File: src/fault_supervisor_pkg.sv
package fault_supervisor_pkg;

  // ------------------------------------------------------------
  // Clock and timing
  // ------------------------------------------------------------
  localparam longint CLK_HZ = 64'd50000000;
  localparam int unsigned GATE_WIN_SHORT_MS = 2000;
  localparam int unsigned GATE_WIN_LONG_MS = 4000;
  localparam int unsigned PWAIT_MS = 3600000;
  localparam int unsigned OVR_OFF_MS = 120000;
  localparam int unsigned OVR_LOCK_MS = 150000;
  localparam int unsigned SKEW_MS = 500;
  localparam int unsigned SYNC_MS = 60000;
  localparam int unsigned RST_HOLD_MS = 150000;
  localparam int unsigned TICK_US = 1000;
  localparam int unsigned TICK_CYC = int'(CLK_HZ / 64'd1000000) * TICK_US;

  localparam int CNT_W = 32;

  // ------------------------------------------------------------
  // Display codes (letter plus two decimal digits)
  // ------------------------------------------------------------
  typedef logic [7:0] code_t;
  localparam code_t C_NONE = 8'h00;
  localparam code_t C_GND_A = 8'h06;
  localparam code_t C_VCC_A = 8'h07;
  localparam code_t C_GND_B = 8'h08;
  localparam code_t C_VCC_B = 8'h09;
  localparam code_t C_OUT_U1 = 8'h10;
  localparam code_t C_OUT_U2 = 8'h11;
  localparam code_t C_UNDERV = 8'h14;
  localparam code_t C_OVERV = 8'h15;
  localparam code_t C_OVERV_HI = 8'h16;
  localparam code_t C_TEMP_HI = 8'h18;
  localparam code_t C_TEMP_LO = 8'h19;
  localparam code_t C_LINE0 = 8'h22;
  localparam code_t C_LINE1 = 8'h23;
  localparam code_t C_LINE2 = 8'h24;
  localparam code_t C_RST_HOLD = 8'h39;
  localparam code_t C_MODE_CHG = 8'h41;
  localparam code_t C_BEAM_CFG = 8'h60;
  localparam code_t C_RESP = 8'h61;
  localparam code_t C_BLANK = 8'h62;
  localparam code_t C_LATE = 8'h64;
  localparam code_t C_PWAIT = 8'h65;
  localparam code_t C_OVR_START = 8'h66;
  localparam code_t C_OVR_HOLD = 8'h67;
  localparam code_t C_OVR_TIME = 8'h68;
  localparam code_t C_SKEW = 8'h69;
  localparam code_t C_FIELD = 8'h70;

  localparam logic [7:0] LETTER_E = 8'h45;

  // Event bit positions in the status / mask registers
  localparam int EV_OUTPUT = 0;
  localparam int EV_SUPPLY = 1;
  localparam int EV_TEMP = 2;
  localparam int EV_LINE = 3;
  localparam int EV_BUTTON = 4;
  localparam int EV_CONFIG = 5;
  localparam int EV_GATING = 6;
  localparam int EV_LOCK = 7;
  localparam int EV_W = 8;

  // ------------------------------------------------------------
  // Register map (word index on the plain port)
  // ------------------------------------------------------------
  localparam logic [3:0] A_STATUS = 4'h0;
  localparam logic [3:0] A_MASK = 4'h1;
  localparam logic [3:0] A_CODE = 4'h2;
  localparam logic [3:0] A_MODE = 4'h3;
  localparam logic [3:0] A_CLEAR = 4'h4;

  localparam logic [2:0] MODE_1 = 3'h1;
  localparam logic [2:0] MODE_4 = 3'h4;
  localparam logic [2:0] MODE_6 = 3'h6;
  localparam logic [2:0] MODE_RST = 3'h1;

  typedef enum logic [2:0] {
    G_IDLE = 3'b000,
    G_ARMED = 3'b001,
    G_PWAIT = 3'b010,
    G_OVERRIDE = 3'b011,
    G_DONE = 3'b100
  } gate_e;

  function automatic int unsigned ms_cyc(input int unsigned ms);
    return ms;
  endfunction : ms_cyc

endpackage : fault_supervisor_pkg

File: src/fault_and_gating_supervisor.sv
`timescale 1ns/1ps
module fault_and_gating_supervisor #(
  parameter int unsigned TICK = fault_supervisor_pkg::TICK_CYC
) (
  input wire logic CLK,
  input wire logic RST,
  input wire logic [1:0] GND_SHORT,
  input wire logic [1:0] VCC_SHORT,
  input wire logic [1:0] OUTPUT_FAULT,
  input wire logic UNDERVOLT,
  input wire logic OVERVOLT,
  input wire logic OVERVOLT_HIGH,
  input wire logic TEMP_HIGH,
  input wire logic TEMP_LOW,
  input wire logic [2:0] LINE_DRIVE,
  input wire logic [2:0] LINE_READBACK,
  input wire logic RESTART_BUTTON,
  input wire logic MODE_CHANGE,
  input wire logic BEAM_CFG_FAULT,
  input wire logic RESPONSE_OVERRUN,
  input wire logic BLANK_OVERLAP,
  input wire logic FIELD_BROKEN,
  input wire logic SYNC_BROKEN,
  input wire logic GATING_START,
  input wire logic GATING_HOLD_SIGNAL,
  input wire logic [3:0] ADDR,
  input wire logic [31:0] WDATA,
  input wire logic WR,
  input wire logic RD,
  output logic [31:0] RDATA,
  output logic SAFETY_OUTPUT_A,
  output logic SAFETY_OUTPUT_B,
  output logic LOCKED,
  output logic [7:0] DISPLAY_LETTER,
  output logic [7:0] DISPLAY_CODE,
  output logic IRQ
);

  // ------------------------------------------------------------
  // Input synchronisers
  // ------------------------------------------------------------
  localparam int NIN = 26;
  logic [NIN-1:0] pins;
  logic [NIN-1:0] s1_reg;
  logic [NIN-1:0] s2_reg;
  assign pins = {GND_SHORT, VCC_SHORT, OUTPUT_FAULT, UNDERVOLT, OVERVOLT, OVERVOLT_HIGH, TEMP_HIGH,
                 TEMP_LOW, LINE_READBACK, RESTART_BUTTON, MODE_CHANGE, BEAM_CFG_FAULT,
                 RESPONSE_OVERRUN, BLANK_OVERLAP, FIELD_BROKEN, SYNC_BROKEN, GATING_START,
                 GATING_HOLD_SIGNAL, LINE_DRIVE};
  // Not reset: they already hold the pins when reset drops, so no false line toggle follows it
  always_ff @(posedge CLK) begin
    s1_reg <= pins;
    s2_reg <= s1_reg;
  end

  logic [1:0] gnd_s, vcc_s, ofl_s;
  logic uv_s, ov_s, ovh_s, th_s, tl_s, btn_s, mchg_s, cfg_s, resp_s, blk_s, fld_s, sync_s, cs_s, hold_s;
  logic [2:0] rb_s, drv_s;
  assign {gnd_s, vcc_s, ofl_s, uv_s, ov_s, ovh_s, th_s, tl_s, rb_s, btn_s, mchg_s, cfg_s, resp_s,
          blk_s, fld_s, sync_s, cs_s, hold_s, drv_s} = s2_reg;

  // ------------------------------------------------------------
  // Millisecond tick and timers
  // ------------------------------------------------------------
  logic [31:0] pre_reg;
  logic tick;
  assign tick = (pre_reg == TICK - 1);
  always_ff @(posedge CLK) begin
    if (RST || tick) pre_reg <= '0;
    else pre_reg <= pre_reg + 32'h1;
  end

  function automatic logic [31:0] bump(input logic [31:0] c, input logic run, input logic t);
    if (!run) return 32'h0;
    return (t && c != 32'hffffffff) ? c + 32'h1 : c;
  endfunction : bump

  // ------------------------------------------------------------
  // Decode helpers
  // ------------------------------------------------------------
  function automatic logic reg_write(input logic wr, input logic [3:0] addr, input logic [3:0] target);
    return wr && (addr == target);
  endfunction : reg_write

  // A read-back line flipping in the same cycle as another line counts as cross-talk
  function automatic logic joint_toggle(input logic [2:0] t, input int idx);
    logic [2:0] others;
    others = t & ~(3'h1 << idx);
    return t[idx] && (others != 3'h0);
  endfunction : joint_toggle

  logic [31:0] btn_ms_reg;
  logic [31:0] gate_ms_reg;
  logic [31:0] skew_ms_reg;
  logic [31:0] sync_ms_reg;
  fault_supervisor_pkg::gate_e gate_reg, gate_next;
  logic [2:0] mode_reg;
  logic locked_reg;
  logic prev_cs_reg;
  logic [2:0] prev_rb_reg;

  always_ff @(posedge CLK) begin
    if (RST) begin
      btn_ms_reg <= '0;
      sync_ms_reg <= '0;
      skew_ms_reg <= '0;
    end else begin
      btn_ms_reg <= bump(btn_ms_reg, btn_s, tick);
      sync_ms_reg <= bump(sync_ms_reg, sync_s, tick);
      skew_ms_reg <= bump(skew_ms_reg, cs_s != hold_s, tick);
    end
  end

  // ------------------------------------------------------------
  // Gating sequence
  // ------------------------------------------------------------
  logic dual;
  logic [31:0] win_ms;
  assign dual = (mode_reg == fault_supervisor_pkg::MODE_1) || (mode_reg == fault_supervisor_pkg::MODE_6);
  assign win_ms = (mode_reg == fault_supervisor_pkg::MODE_4) ? fault_supervisor_pkg::GATE_WIN_SHORT_MS
                                                             : fault_supervisor_pkg::GATE_WIN_LONG_MS;

  logic late_ev, pwait_ev, ovr_cs_ev, ovr_hold_ev, ovr_off_ev, ovr_lock_ev, field_ev;
  always_comb begin
    gate_next = gate_reg;
    late_ev = 1'b0;
    pwait_ev = 1'b0;
    ovr_cs_ev = 1'b0;
    ovr_hold_ev = 1'b0;
    ovr_off_ev = 1'b0;
    ovr_lock_ev = 1'b0;
    field_ev = 1'b0;
    unique case (gate_reg)
      fault_supervisor_pkg::G_IDLE: begin
        if (fld_s) field_ev = 1'b1;
        else if (cs_s && !prev_cs_reg) gate_next = fault_supervisor_pkg::G_ARMED;
      end
      fault_supervisor_pkg::G_ARMED: begin
        if (!cs_s) gate_next = fault_supervisor_pkg::G_IDLE;
        else if (fld_s) gate_next = fault_supervisor_pkg::G_OVERRIDE;
        else if (gate_ms_reg >= win_ms) gate_next = fault_supervisor_pkg::G_PWAIT;
      end
      fault_supervisor_pkg::G_PWAIT: begin
        if (fld_s) late_ev = 1'b1;
        else if (!cs_s) gate_next = fault_supervisor_pkg::G_IDLE;
        else if (gate_ms_reg >= fault_supervisor_pkg::PWAIT_MS) pwait_ev = 1'b1;
      end
      fault_supervisor_pkg::G_OVERRIDE: begin
        if (!fld_s) gate_next = fault_supervisor_pkg::G_DONE;
        else if (gate_ms_reg >= fault_supervisor_pkg::OVR_LOCK_MS) ovr_lock_ev = 1'b1;
        else if (gate_ms_reg >= fault_supervisor_pkg::OVR_OFF_MS) ovr_off_ev = 1'b1;
        else if (!cs_s) ovr_cs_ev = 1'b1;
        else if (dual && !hold_s) ovr_hold_ev = 1'b1;
      end
      fault_supervisor_pkg::G_DONE: begin
        if (!cs_s) gate_next = fault_supervisor_pkg::G_IDLE;
      end
      default: gate_next = fault_supervisor_pkg::G_IDLE;
    endcase
  end

  // The wait-mode hour counts from the start signal, so the arming time runs on into it
  logic gate_run;
  always_comb begin
    gate_run = (gate_next == gate_reg) && (gate_reg != fault_supervisor_pkg::G_IDLE);
    if (gate_reg == fault_supervisor_pkg::G_ARMED && gate_next == fault_supervisor_pkg::G_PWAIT) begin
      gate_run = 1'b1;
    end
  end

  always_ff @(posedge CLK) begin
    if (RST) begin
      gate_reg <= fault_supervisor_pkg::G_IDLE;
      gate_ms_reg <= '0;
      prev_cs_reg <= 1'b0;
    end else begin
      // Gating is frozen once locked so a stuck input cannot walk the sequence
      if (!locked_reg) gate_reg <= gate_next;
      gate_ms_reg <= bump(gate_ms_reg, gate_run, tick);
      prev_cs_reg <= cs_s;
    end
  end

  // Read-back history is not reset; it only compares the lines against themselves
  always_ff @(posedge CLK) begin
    prev_rb_reg <= rb_s;
  end

  // ------------------------------------------------------------
  // Fault priority and code
  // ------------------------------------------------------------
  logic [2:0] mism, tog;
  assign mism = drv_s ^ rb_s;
  assign tog = rb_s ^ prev_rb_reg;

  logic off_ev, lock_ev;
  fault_supervisor_pkg::code_t code_ev;
  logic [fault_supervisor_pkg::EV_W-1:0] ev;
  always_comb begin
    code_ev = fault_supervisor_pkg::C_NONE;
    lock_ev = 1'b0;
    ev = '0;
    if (ovh_s) begin
      code_ev = fault_supervisor_pkg::C_OVERV_HI;
      lock_ev = 1'b1;
    end else if (mchg_s) begin
      code_ev = fault_supervisor_pkg::C_MODE_CHG;
      lock_ev = 1'b1;
    end else if (ovr_lock_ev) begin
      code_ev = fault_supervisor_pkg::C_OVR_TIME;
      lock_ev = 1'b1;
    end else if (gnd_s[0]) code_ev = fault_supervisor_pkg::C_GND_A;
    else if (vcc_s[0]) code_ev = fault_supervisor_pkg::C_VCC_A;
    else if (gnd_s[1]) code_ev = fault_supervisor_pkg::C_GND_B;
    else if (vcc_s[1]) code_ev = fault_supervisor_pkg::C_VCC_B;
    else if (ofl_s[0]) code_ev = fault_supervisor_pkg::C_OUT_U1;
    else if (ofl_s[1]) code_ev = fault_supervisor_pkg::C_OUT_U2;
    else if (uv_s) code_ev = fault_supervisor_pkg::C_UNDERV;
    else if (ov_s) code_ev = fault_supervisor_pkg::C_OVERV;
    else if (th_s) code_ev = fault_supervisor_pkg::C_TEMP_HI;
    else if (tl_s) code_ev = fault_supervisor_pkg::C_TEMP_LO;
    else if (mism[0] || joint_toggle(tog, 0)) code_ev = fault_supervisor_pkg::C_LINE0;
    else if (mism[1] || joint_toggle(tog, 1)) code_ev = fault_supervisor_pkg::C_LINE1;
    else if (mism[2] || joint_toggle(tog, 2)) code_ev = fault_supervisor_pkg::C_LINE2;
    else if (!locked_reg && btn_ms_reg > fault_supervisor_pkg::RST_HOLD_MS) code_ev = fault_supervisor_pkg::C_RST_HOLD;
    else if (cfg_s) code_ev = fault_supervisor_pkg::C_BEAM_CFG;
    else if (resp_s) code_ev = fault_supervisor_pkg::C_RESP;
    else if (blk_s) code_ev = fault_supervisor_pkg::C_BLANK;
    else if (!locked_reg) begin
      if (late_ev) code_ev = fault_supervisor_pkg::C_LATE;
      else if (pwait_ev) code_ev = fault_supervisor_pkg::C_PWAIT;
      else if (ovr_cs_ev) code_ev = fault_supervisor_pkg::C_OVR_START;
      else if (ovr_hold_ev) code_ev = fault_supervisor_pkg::C_OVR_HOLD;
      else if (ovr_off_ev) code_ev = fault_supervisor_pkg::C_OVR_TIME;
      else if (dual && skew_ms_reg > fault_supervisor_pkg::SKEW_MS) code_ev = fault_supervisor_pkg::C_SKEW;
      else if (field_ev || sync_ms_reg > fault_supervisor_pkg::SYNC_MS) code_ev = fault_supervisor_pkg::C_FIELD;
    end
    off_ev = (code_ev != fault_supervisor_pkg::C_NONE);
    ev[fault_supervisor_pkg::EV_OUTPUT] = |{gnd_s, vcc_s, ofl_s};
    ev[fault_supervisor_pkg::EV_SUPPLY] = uv_s | ov_s | ovh_s;
    ev[fault_supervisor_pkg::EV_TEMP] = th_s | tl_s;
    ev[fault_supervisor_pkg::EV_LINE] = (code_ev >= fault_supervisor_pkg::C_LINE0) && (code_ev <= fault_supervisor_pkg::C_LINE2);
    ev[fault_supervisor_pkg::EV_BUTTON] = code_ev == fault_supervisor_pkg::C_RST_HOLD;
    ev[fault_supervisor_pkg::EV_CONFIG] = cfg_s | resp_s | blk_s;
    ev[fault_supervisor_pkg::EV_GATING] = off_ev && code_ev >= fault_supervisor_pkg::C_LATE;
    ev[fault_supervisor_pkg::EV_LOCK] = lock_ev;
  end

  // ------------------------------------------------------------
  // Output state, lock and display
  // ------------------------------------------------------------
  logic off_reg;
  fault_supervisor_pkg::code_t code_reg;
  logic clr_wr;
  assign clr_wr = reg_write(WR, ADDR, fault_supervisor_pkg::A_CLEAR) && WDATA[0];

  always_ff @(posedge CLK) begin
    if (RST) begin
      locked_reg <= 1'b0;
    end else if (lock_ev) begin
      locked_reg <= 1'b1;
    end
  end

  // Clearing only works once the cause is gone; a persisting fault reasserts at once
  always_ff @(posedge CLK) begin
    if (RST) begin
      off_reg <= 1'b1;
      code_reg <= fault_supervisor_pkg::C_NONE;
    end else if (off_ev) begin
      off_reg <= 1'b1;
      if (!locked_reg) code_reg <= code_ev;
    end else if (!locked_reg && (clr_wr || (btn_s && btn_ms_reg == '0))) begin
      off_reg <= 1'b0;
      code_reg <= fault_supervisor_pkg::C_NONE;
    end
  end

  assign SAFETY_OUTPUT_A = !off_reg && !locked_reg;
  assign SAFETY_OUTPUT_B = !off_reg && !locked_reg;
  assign LOCKED = locked_reg;
  assign DISPLAY_LETTER = (code_reg == fault_supervisor_pkg::C_NONE) ? 8'h00 : fault_supervisor_pkg::LETTER_E;
  assign DISPLAY_CODE = code_reg;

  // ------------------------------------------------------------
  // Registers and interrupt
  // ------------------------------------------------------------
  logic [fault_supervisor_pkg::EV_W-1:0] stat_reg, mask_reg;
  always_ff @(posedge CLK) begin
    if (RST) begin
      stat_reg <= '0;
    end else begin
      // A new event wins over a write-one-to-clear in the same cycle
      stat_reg <= (stat_reg & ~(reg_write(WR, ADDR, fault_supervisor_pkg::A_STATUS) ?
                   WDATA[fault_supervisor_pkg::EV_W-1:0] : '0)) | ev;
    end
  end

  always_ff @(posedge CLK) begin
    if (RST) begin
      mask_reg <= '0;
    end else if (reg_write(WR, ADDR, fault_supervisor_pkg::A_MASK)) begin
      mask_reg <= WDATA[fault_supervisor_pkg::EV_W-1:0];
    end
  end

  // Mode writes are refused once locked
  always_ff @(posedge CLK) begin
    if (RST) begin
      mode_reg <= fault_supervisor_pkg::MODE_RST;
    end else if (reg_write(WR, ADDR, fault_supervisor_pkg::A_MODE) && !locked_reg) begin
      mode_reg <= WDATA[2:0];
    end
  end

  // Level output: stays high until software clears the status bit or masks it
  assign IRQ = |(stat_reg & mask_reg);

  always_ff @(posedge CLK) begin
    if (RST) RDATA <= '0;
    else if (RD) begin
      unique case (ADDR)
        fault_supervisor_pkg::A_STATUS: RDATA <= {24'h0, stat_reg};
        fault_supervisor_pkg::A_MASK: RDATA <= {24'h0, mask_reg};
        fault_supervisor_pkg::A_CODE: RDATA <= {22'h0, locked_reg, off_reg, code_reg};
        fault_supervisor_pkg::A_MODE: RDATA <= {29'h0, mode_reg};
        default: RDATA <= '0;
      endcase
    end else RDATA <= '0;
  end

endmodule : fault_and_gating_supervisor

File: config.mk
export PLATFORM = sky130hd
export DESIGN_NAME = fault_and_gating_supervisor
export DESIGN_NICKNAME = d
export VERILOG_FILES = /design/src/fault_supervisor_pkg.sv /design/src/fault_and_gating_supervisor.sv
export SDC_FILE = /design/constraint.sdc
export NUM_CORES = 1
export LEC_CHECK = 0
export CORE_ASPECT_RATIO = 0.9
export CORE_MARGIN = 5
export CORE_UTILIZATION = 60
export CTS_BUF_LIST = sky130_fd_sc_hd__clkbuf_2
export DETAILED_ROUTE_END_ITERATION = 6
export DONT_BUFFER_PORTS = 1
export PLACE_DENSITY = 0.79
export SKIP_CTS_REPAIR_TIMING = 1
export SYNTH_ARGS = -nofsm -noshare
export SYNTH_HDL_FRONTEND = slang
export SYNTH_SLANG_ARGS = --single-unit
File: constraint.sdc
create_clock -name CLK -period 3 [get_ports CLK]
set_clock_uncertainty 0.1 [all_clocks]
set_input_delay 0.15 -clock CLK [delete_from_list [all_inputs] [get_ports CLK]]
set_output_delay 0.15 -clock CLK [all_outputs]
set_load 0.01 [all_outputs]
# After elaboration in Yosys (flattened, before gate mapping)
# Index checks and enable logic that the tools add are counted.
# word_totals
reg_bits,280
in_bits,66
word_cells,212
# op_classes
n_addsub,5
n_lt_le_gt_ge,10
n_eq_ne,21
mux,93
bitwise,12
reduce_logical,54
# ops
op,count
$mux W32,12
$mux W7,29
$add A32 B1 Y32 const B,5
$ne A32 B32 Y1 const B,4
$pmux W10 S4,1
$mux W1,37
$eq A32 B16 Y1 const B,1
$ge A32 B12 Y1,1
$ge A32 B17 Y1 const B,1
$ge A32 B18 Y1 const B,1
$ge A32 B22 Y1 const B,1
$gt A32 B16 Y1 const B,1
$gt A32 B18 Y1 const B,1
$gt A32 B9 Y1 const B,1
$logic_not A32 Y1,1
$mux W8,4
$logic_and A1 B1 Y1,24
$mux W3,8
$and A8 B8 Y8,2
$pmux W3 S5,1
$mux W12,1
$reduce_bool A3 Y1,4
$reduce_bool A2 Y1,5
$eq A3 B2 Y1 const B,3
27 further kinds,46

# Longest topological paths before layout
# logic_depth
word_depth,37
mapped_depth,13
ltp_nobuf,13

# Worst setup path after synthesis
# OpenSTA, ideal clock, no wires.
# synth_timing
kind,register to register
from,register pre_reg[0]
to,register gate_ms_reg[18]
arrival_time_ns,2.657
setup_slack_ns,0.172
path_stages_with_launch,10
path_cell_list,dfxtp_1 ha_1 and3_1 nand4_1 or4_4 a41o_2 and4_4 or3_4 or3_1 a21oi_1
# synth_via
elab_chain_len,3
# synth_lines
element,line,text
start: declaration,fault_and_gating_supervisor.sv:65,logic [31:0] pre_reg;
start signal: assignment,fault_and_gating_supervisor.sv:70,else pre_reg <= pre_reg + 32'h1;
$eq A32 B16 Y1,fault_and_gating_supervisor.sv:67,assign tick = (pre_reg == TICK - 1);
$logic_and A1 B1 Y1,fault_and_gating_supervisor.sv:75,return (t && c != 32'hffffffff) ? c + 32'h1 : c;
$reduce_bool A2 Y1 (no source line),n/a,
end signal: assignment,fault_and_gating_supervisor.sv:179,"gate_ms_reg <= bump(gate_ms_reg, gate_run, tick);"
end: declaration,fault_and_gating_supervisor.sv:93,logic [31:0] gate_ms_reg;
# No other way between the ends.
# A chain may end at the register's enable or synchronous reset.

# Worst setup path after layout
# layout_timing
from,register pre_reg[17]
to,register gate_ms_reg[18]
# Same word-level chain as after synthesis.

==> reports/qor.csv <==
metric,value,unit
crit_buf_inv,0,
synth_ff_type,dfxtp_1,
clkLatencyLatePin,0.88,ns
htree_levels,2,
die-height,143,um
seq_area_frac_synth,43.9,%
cts_sinks,257,
yosys.area_share.adder,1.39,%
fmax,333,MHz
powerDensity,425,nW/um^2
max_stage_delay,0.63,ns
setup_tns,0,ns
dr.pass1.iters,7,
io_buffers,0,
finalWirelength,30900,um
grt_pass1_vias,9506,
die_w,157,um
synth.mux.area_fraction,2.16,%
drive_gt1_share,19.7,%
area_growth,24.4,%
syn_inst,1361,
drtIter0Drc,897,
syn_area_per_cell,8.61,sq um
crit_top_cell,or4_4,
core_area,19200,sq um
io_pins,118,
synth-xor-area-share,10.8,%
p_leak,5.52,nW
cp.arrival,3.69,ns
start_util,61.0,%
crit_end,gate_ms_reg[18]$_SDFFE_PP0P_,
endpoint_kind,register,
wl_per_cell,16.6,um
irDropWorstVdd,394,uV
seqCellArea,5170,sq um
fillers,1230,
r2r_start,pre_reg[17]$_SDFF_PP0_,
gp_congestion,0.916,
grt_util_all_layers,23.3,%
synth_area,11700,sq um
cp_data_required_time,3.69,ns
row_count,48,
cp_top_family,simple AND/OR/NAND/NOR gates,
hold-worst-slack,-0.0390,ns
r2r_end,gate_ms_reg[18]$_SDFFE_PP0P_,
grt_max_degree,33,
min_period_over_period,100,%
cts_root_buffer,clkbuf_2,
gr-usage-met1,31.0,%
grt_pass1_wl,44100,um
critPathMaxFanout,7,
cts_tree,built,
ys_warn_count,0,
violations,"design-rule violations, negative hold slack",
drv_cap,0,
grt.overflow.total,0,
startpoint_type,register,
finalCriticalPeriod,3.00,ns
synth_compound_area_share,9.51,%
die_area,22400,sq um
final_max_slew_viol_count,0,
cpMaxStageDelayCell,or4_4,
yosysUniqueCellTypes,77,
cts_buffers,61,
cp.depth,7,
layout.nets,1649,
crit_type,register to register,
clk_path_buf_depth,3,
max_slew_margin,27.3,%
path_clk_slew,0.11,ns
tightest_slew,1.09,ns
vias,10800,
final_hold_viol_count,1,
yosys.area_share.simple,27.6,%
rsz0062_at_grt,true,
hp-class,primary input to register,
ant_nets,0,
cp-startpoint,pre_reg[17]$_SDFF_PP0_,
antenna_found_initial,2,
synth_top_family_by_area,simple AND/OR/NAND/NOR gates,
async_flop_share,0,%
grt.met3_usage,5.20,%
ys_ff_latch,257,
r2r_cells,7,
multi_input_area,6670,sq um
status,"finished, violations left",
viasPerCell,5.79,
dp_hpwl,18800,um
drc,4,
path_cells,or4_4 > or4_4 > a41o_2 > and4_4 > or3_4 > or3_1 > a21oi_2,
synth_enable_flop_cells,0,
r2r_slack,0.0009,ns
setup_viol,0,
use_met2,37.7,%
top_usage_layer,met2,
-- tightest hold or removal path: stages --
cell	delay (ns)
nand3_1	0.07
nor3b_1	0.07
a21oi_1	0.38
o21ai_0	0.14
nand3_1	0.08
-- logic make-up (layout without fill, tap and decap cells) --
logic type	Yosys count	count (layout)
buffers and inverters	110	336
adders and majority gates	13	13
other	1	30
AOI/OAI and AO/OA	161	161
DFF	257	257
and+or+nand+nor	651	651
muxes	24	24
xor gates and xnor gates	144	144
-- how the worst min path moves through the flow --
stage | start | end | slack [ns] | depth (start not counted)
6_report | ADDR[2] | off_reg$_SDFFE_PP1P_ | -0.04 | 5
5_1_grt | ADDR[2] | off_reg$_SDFFE_PP1P_ | -0.004 | 5
4_1_cts | GND_SHORT[0] | s1_reg[24]$_DFF_P_ | -0.90 | 0
3_5_place_dp | OUTPUT_FAULT[1] | s1_reg[21]$_DFF_P_ | 0.08 | 0
3_3_place_gp | FIELD_BROKEN | s1_reg[6]$_DFF_P_ | 0.08 | 0
2_1_floorplan | LINE_DRIVE[0] | s1_reg[0]$_DFF_P_ | 0.08 | 0
-- cells in the final DEF, fill, tap and decap left out, types with 11 or more instances in the layout --
| cell | n |
|---|---|
| xor2_1 | 90 |
| and4_1 | 16 |
| xnor2_1 | 52 |
| conb_1 | 28 |
| buf_4 | 97 |
| dlygate4sd3_1 | 86 |
| nor3_1 | 25 |
| a21oi_1 | 40 |
| and3_1 | 22 |
| nor4_1 | 27 |
| dfxtp_2 | 11 |
| nand3_1 | 64 |
| dfxtp_1 | 244 |
| ha_1 | 12 |
| nand4_1 | 47 |
| o21ai_0 | 27 |
| mux2i_1 | 23 |
| clkbuf_2 | 87 |
| inv_1 | 31 |
| nor2_1 | 230 |
| nand2_1 | 99 |
| or3_1 | 17 |
| clkinv_1 | 12 |
-- cells in the mapped netlist (4+ instances only) --
cell | instances | area [sq um]
a211oi_1 | 5 | 37.5
a21boi_0 | 4 | 30.0
a21oi_1 | 44 | 220
a22oi_1 | 4 | 30.0
a31o_2 | 6 | 52.6
a31oi_1 | 8 | 50.1
a41oi_1 | 5 | 43.8
and2_1 | 8 | 50.1
and3_1 | 24 | 150
and4_1 | 17 | 149
buf_2 | 5 | 25.0
buf_4 | 31 | 233
clkbuf_1 | 38 | 143
dfxtp_1 | 257 | 5140
ha_1 | 13 | 163
inv_1 | 33 | 124
mux2i_1 | 23 | 230
nand2_1 | 101 | 379
nand2b_1 | 9 | 56.3
nand3_1 | 67 | 335
nand4_1 | 47 | 294
nor2_1 | 239 | 897
nor2b_1 | 12 | 75.1
nor3_1 | 35 | 175
nor3b_1 | 5 | 37.5
nor4_1 | 39 | 244
nor4b_1 | 5 | 43.8
o211ai_1 | 8 | 60.1
o21ai_0 | 32 | 160
or2_2 | 4 | 25.0
or3_1 | 20 | 125
xnor2_1 | 53 | 464
xor2_1 | 91 | 797
-- layer usage --
| metal | vias up | share of wire, % |
|---|---|---|
| met2 | 437 | 49 |
| met1 | 5124 | 42 |
| li1 | 5156 | - |
| met3 | 79 | 6.9 |
| met4 | 0 | 2.6 |
| met5 | - | 0 |
-- layout make-up --
| type | count | share of cell area, % |
|---|---|---|
| Sequential cell | 257 | 35.4 |
| Antenna cell | 2 | 0.0343 |
| Timing Repair Buffer | 195 | 11.9 |
| Clock buffer | 87 | 2.99 |
| Tap cell | 250 | 2.15 |
| Inverter | 34 | 0.875 |
| Multi-Input combinational cell | 1021 | 45.7 |
| Clock inverter | 20 | 0.833 |
-- per-stage QoR --
| stage | worst slack [ns] | utilization (%) | instance area [sq um] | power [mW] | instances |
|---|---|---|---|---|---|
| 2_1_floorplan | 0.172 | - | 11800 | 3.80 | 1388 |
| 3_3_place_gp | -0.00712 | 64.7 | 12400 | 3.83 | 1655 |
| 3_5_place_dp | -0.0330 | 64.7 | 12400 | 3.83 | 1655 |
| 4_1_cts | -0.128 | 67.6 | 13000 | 6.08 | 1762 |
| 5_1_grt | -0.132 | 75.9 | 14600 | 6.49 | 1866 |
| 6_report | 0.000886 | 75.9 | 14600 | 6.20 | 1866 |
-- report_power, final --
part / switching, mW / internal, mW
combinational: 0.211 / 0.157
sequential: 0.0551 / 3.47
clock: 1.43 / 0.883
(Power assumes the default switching activity.)
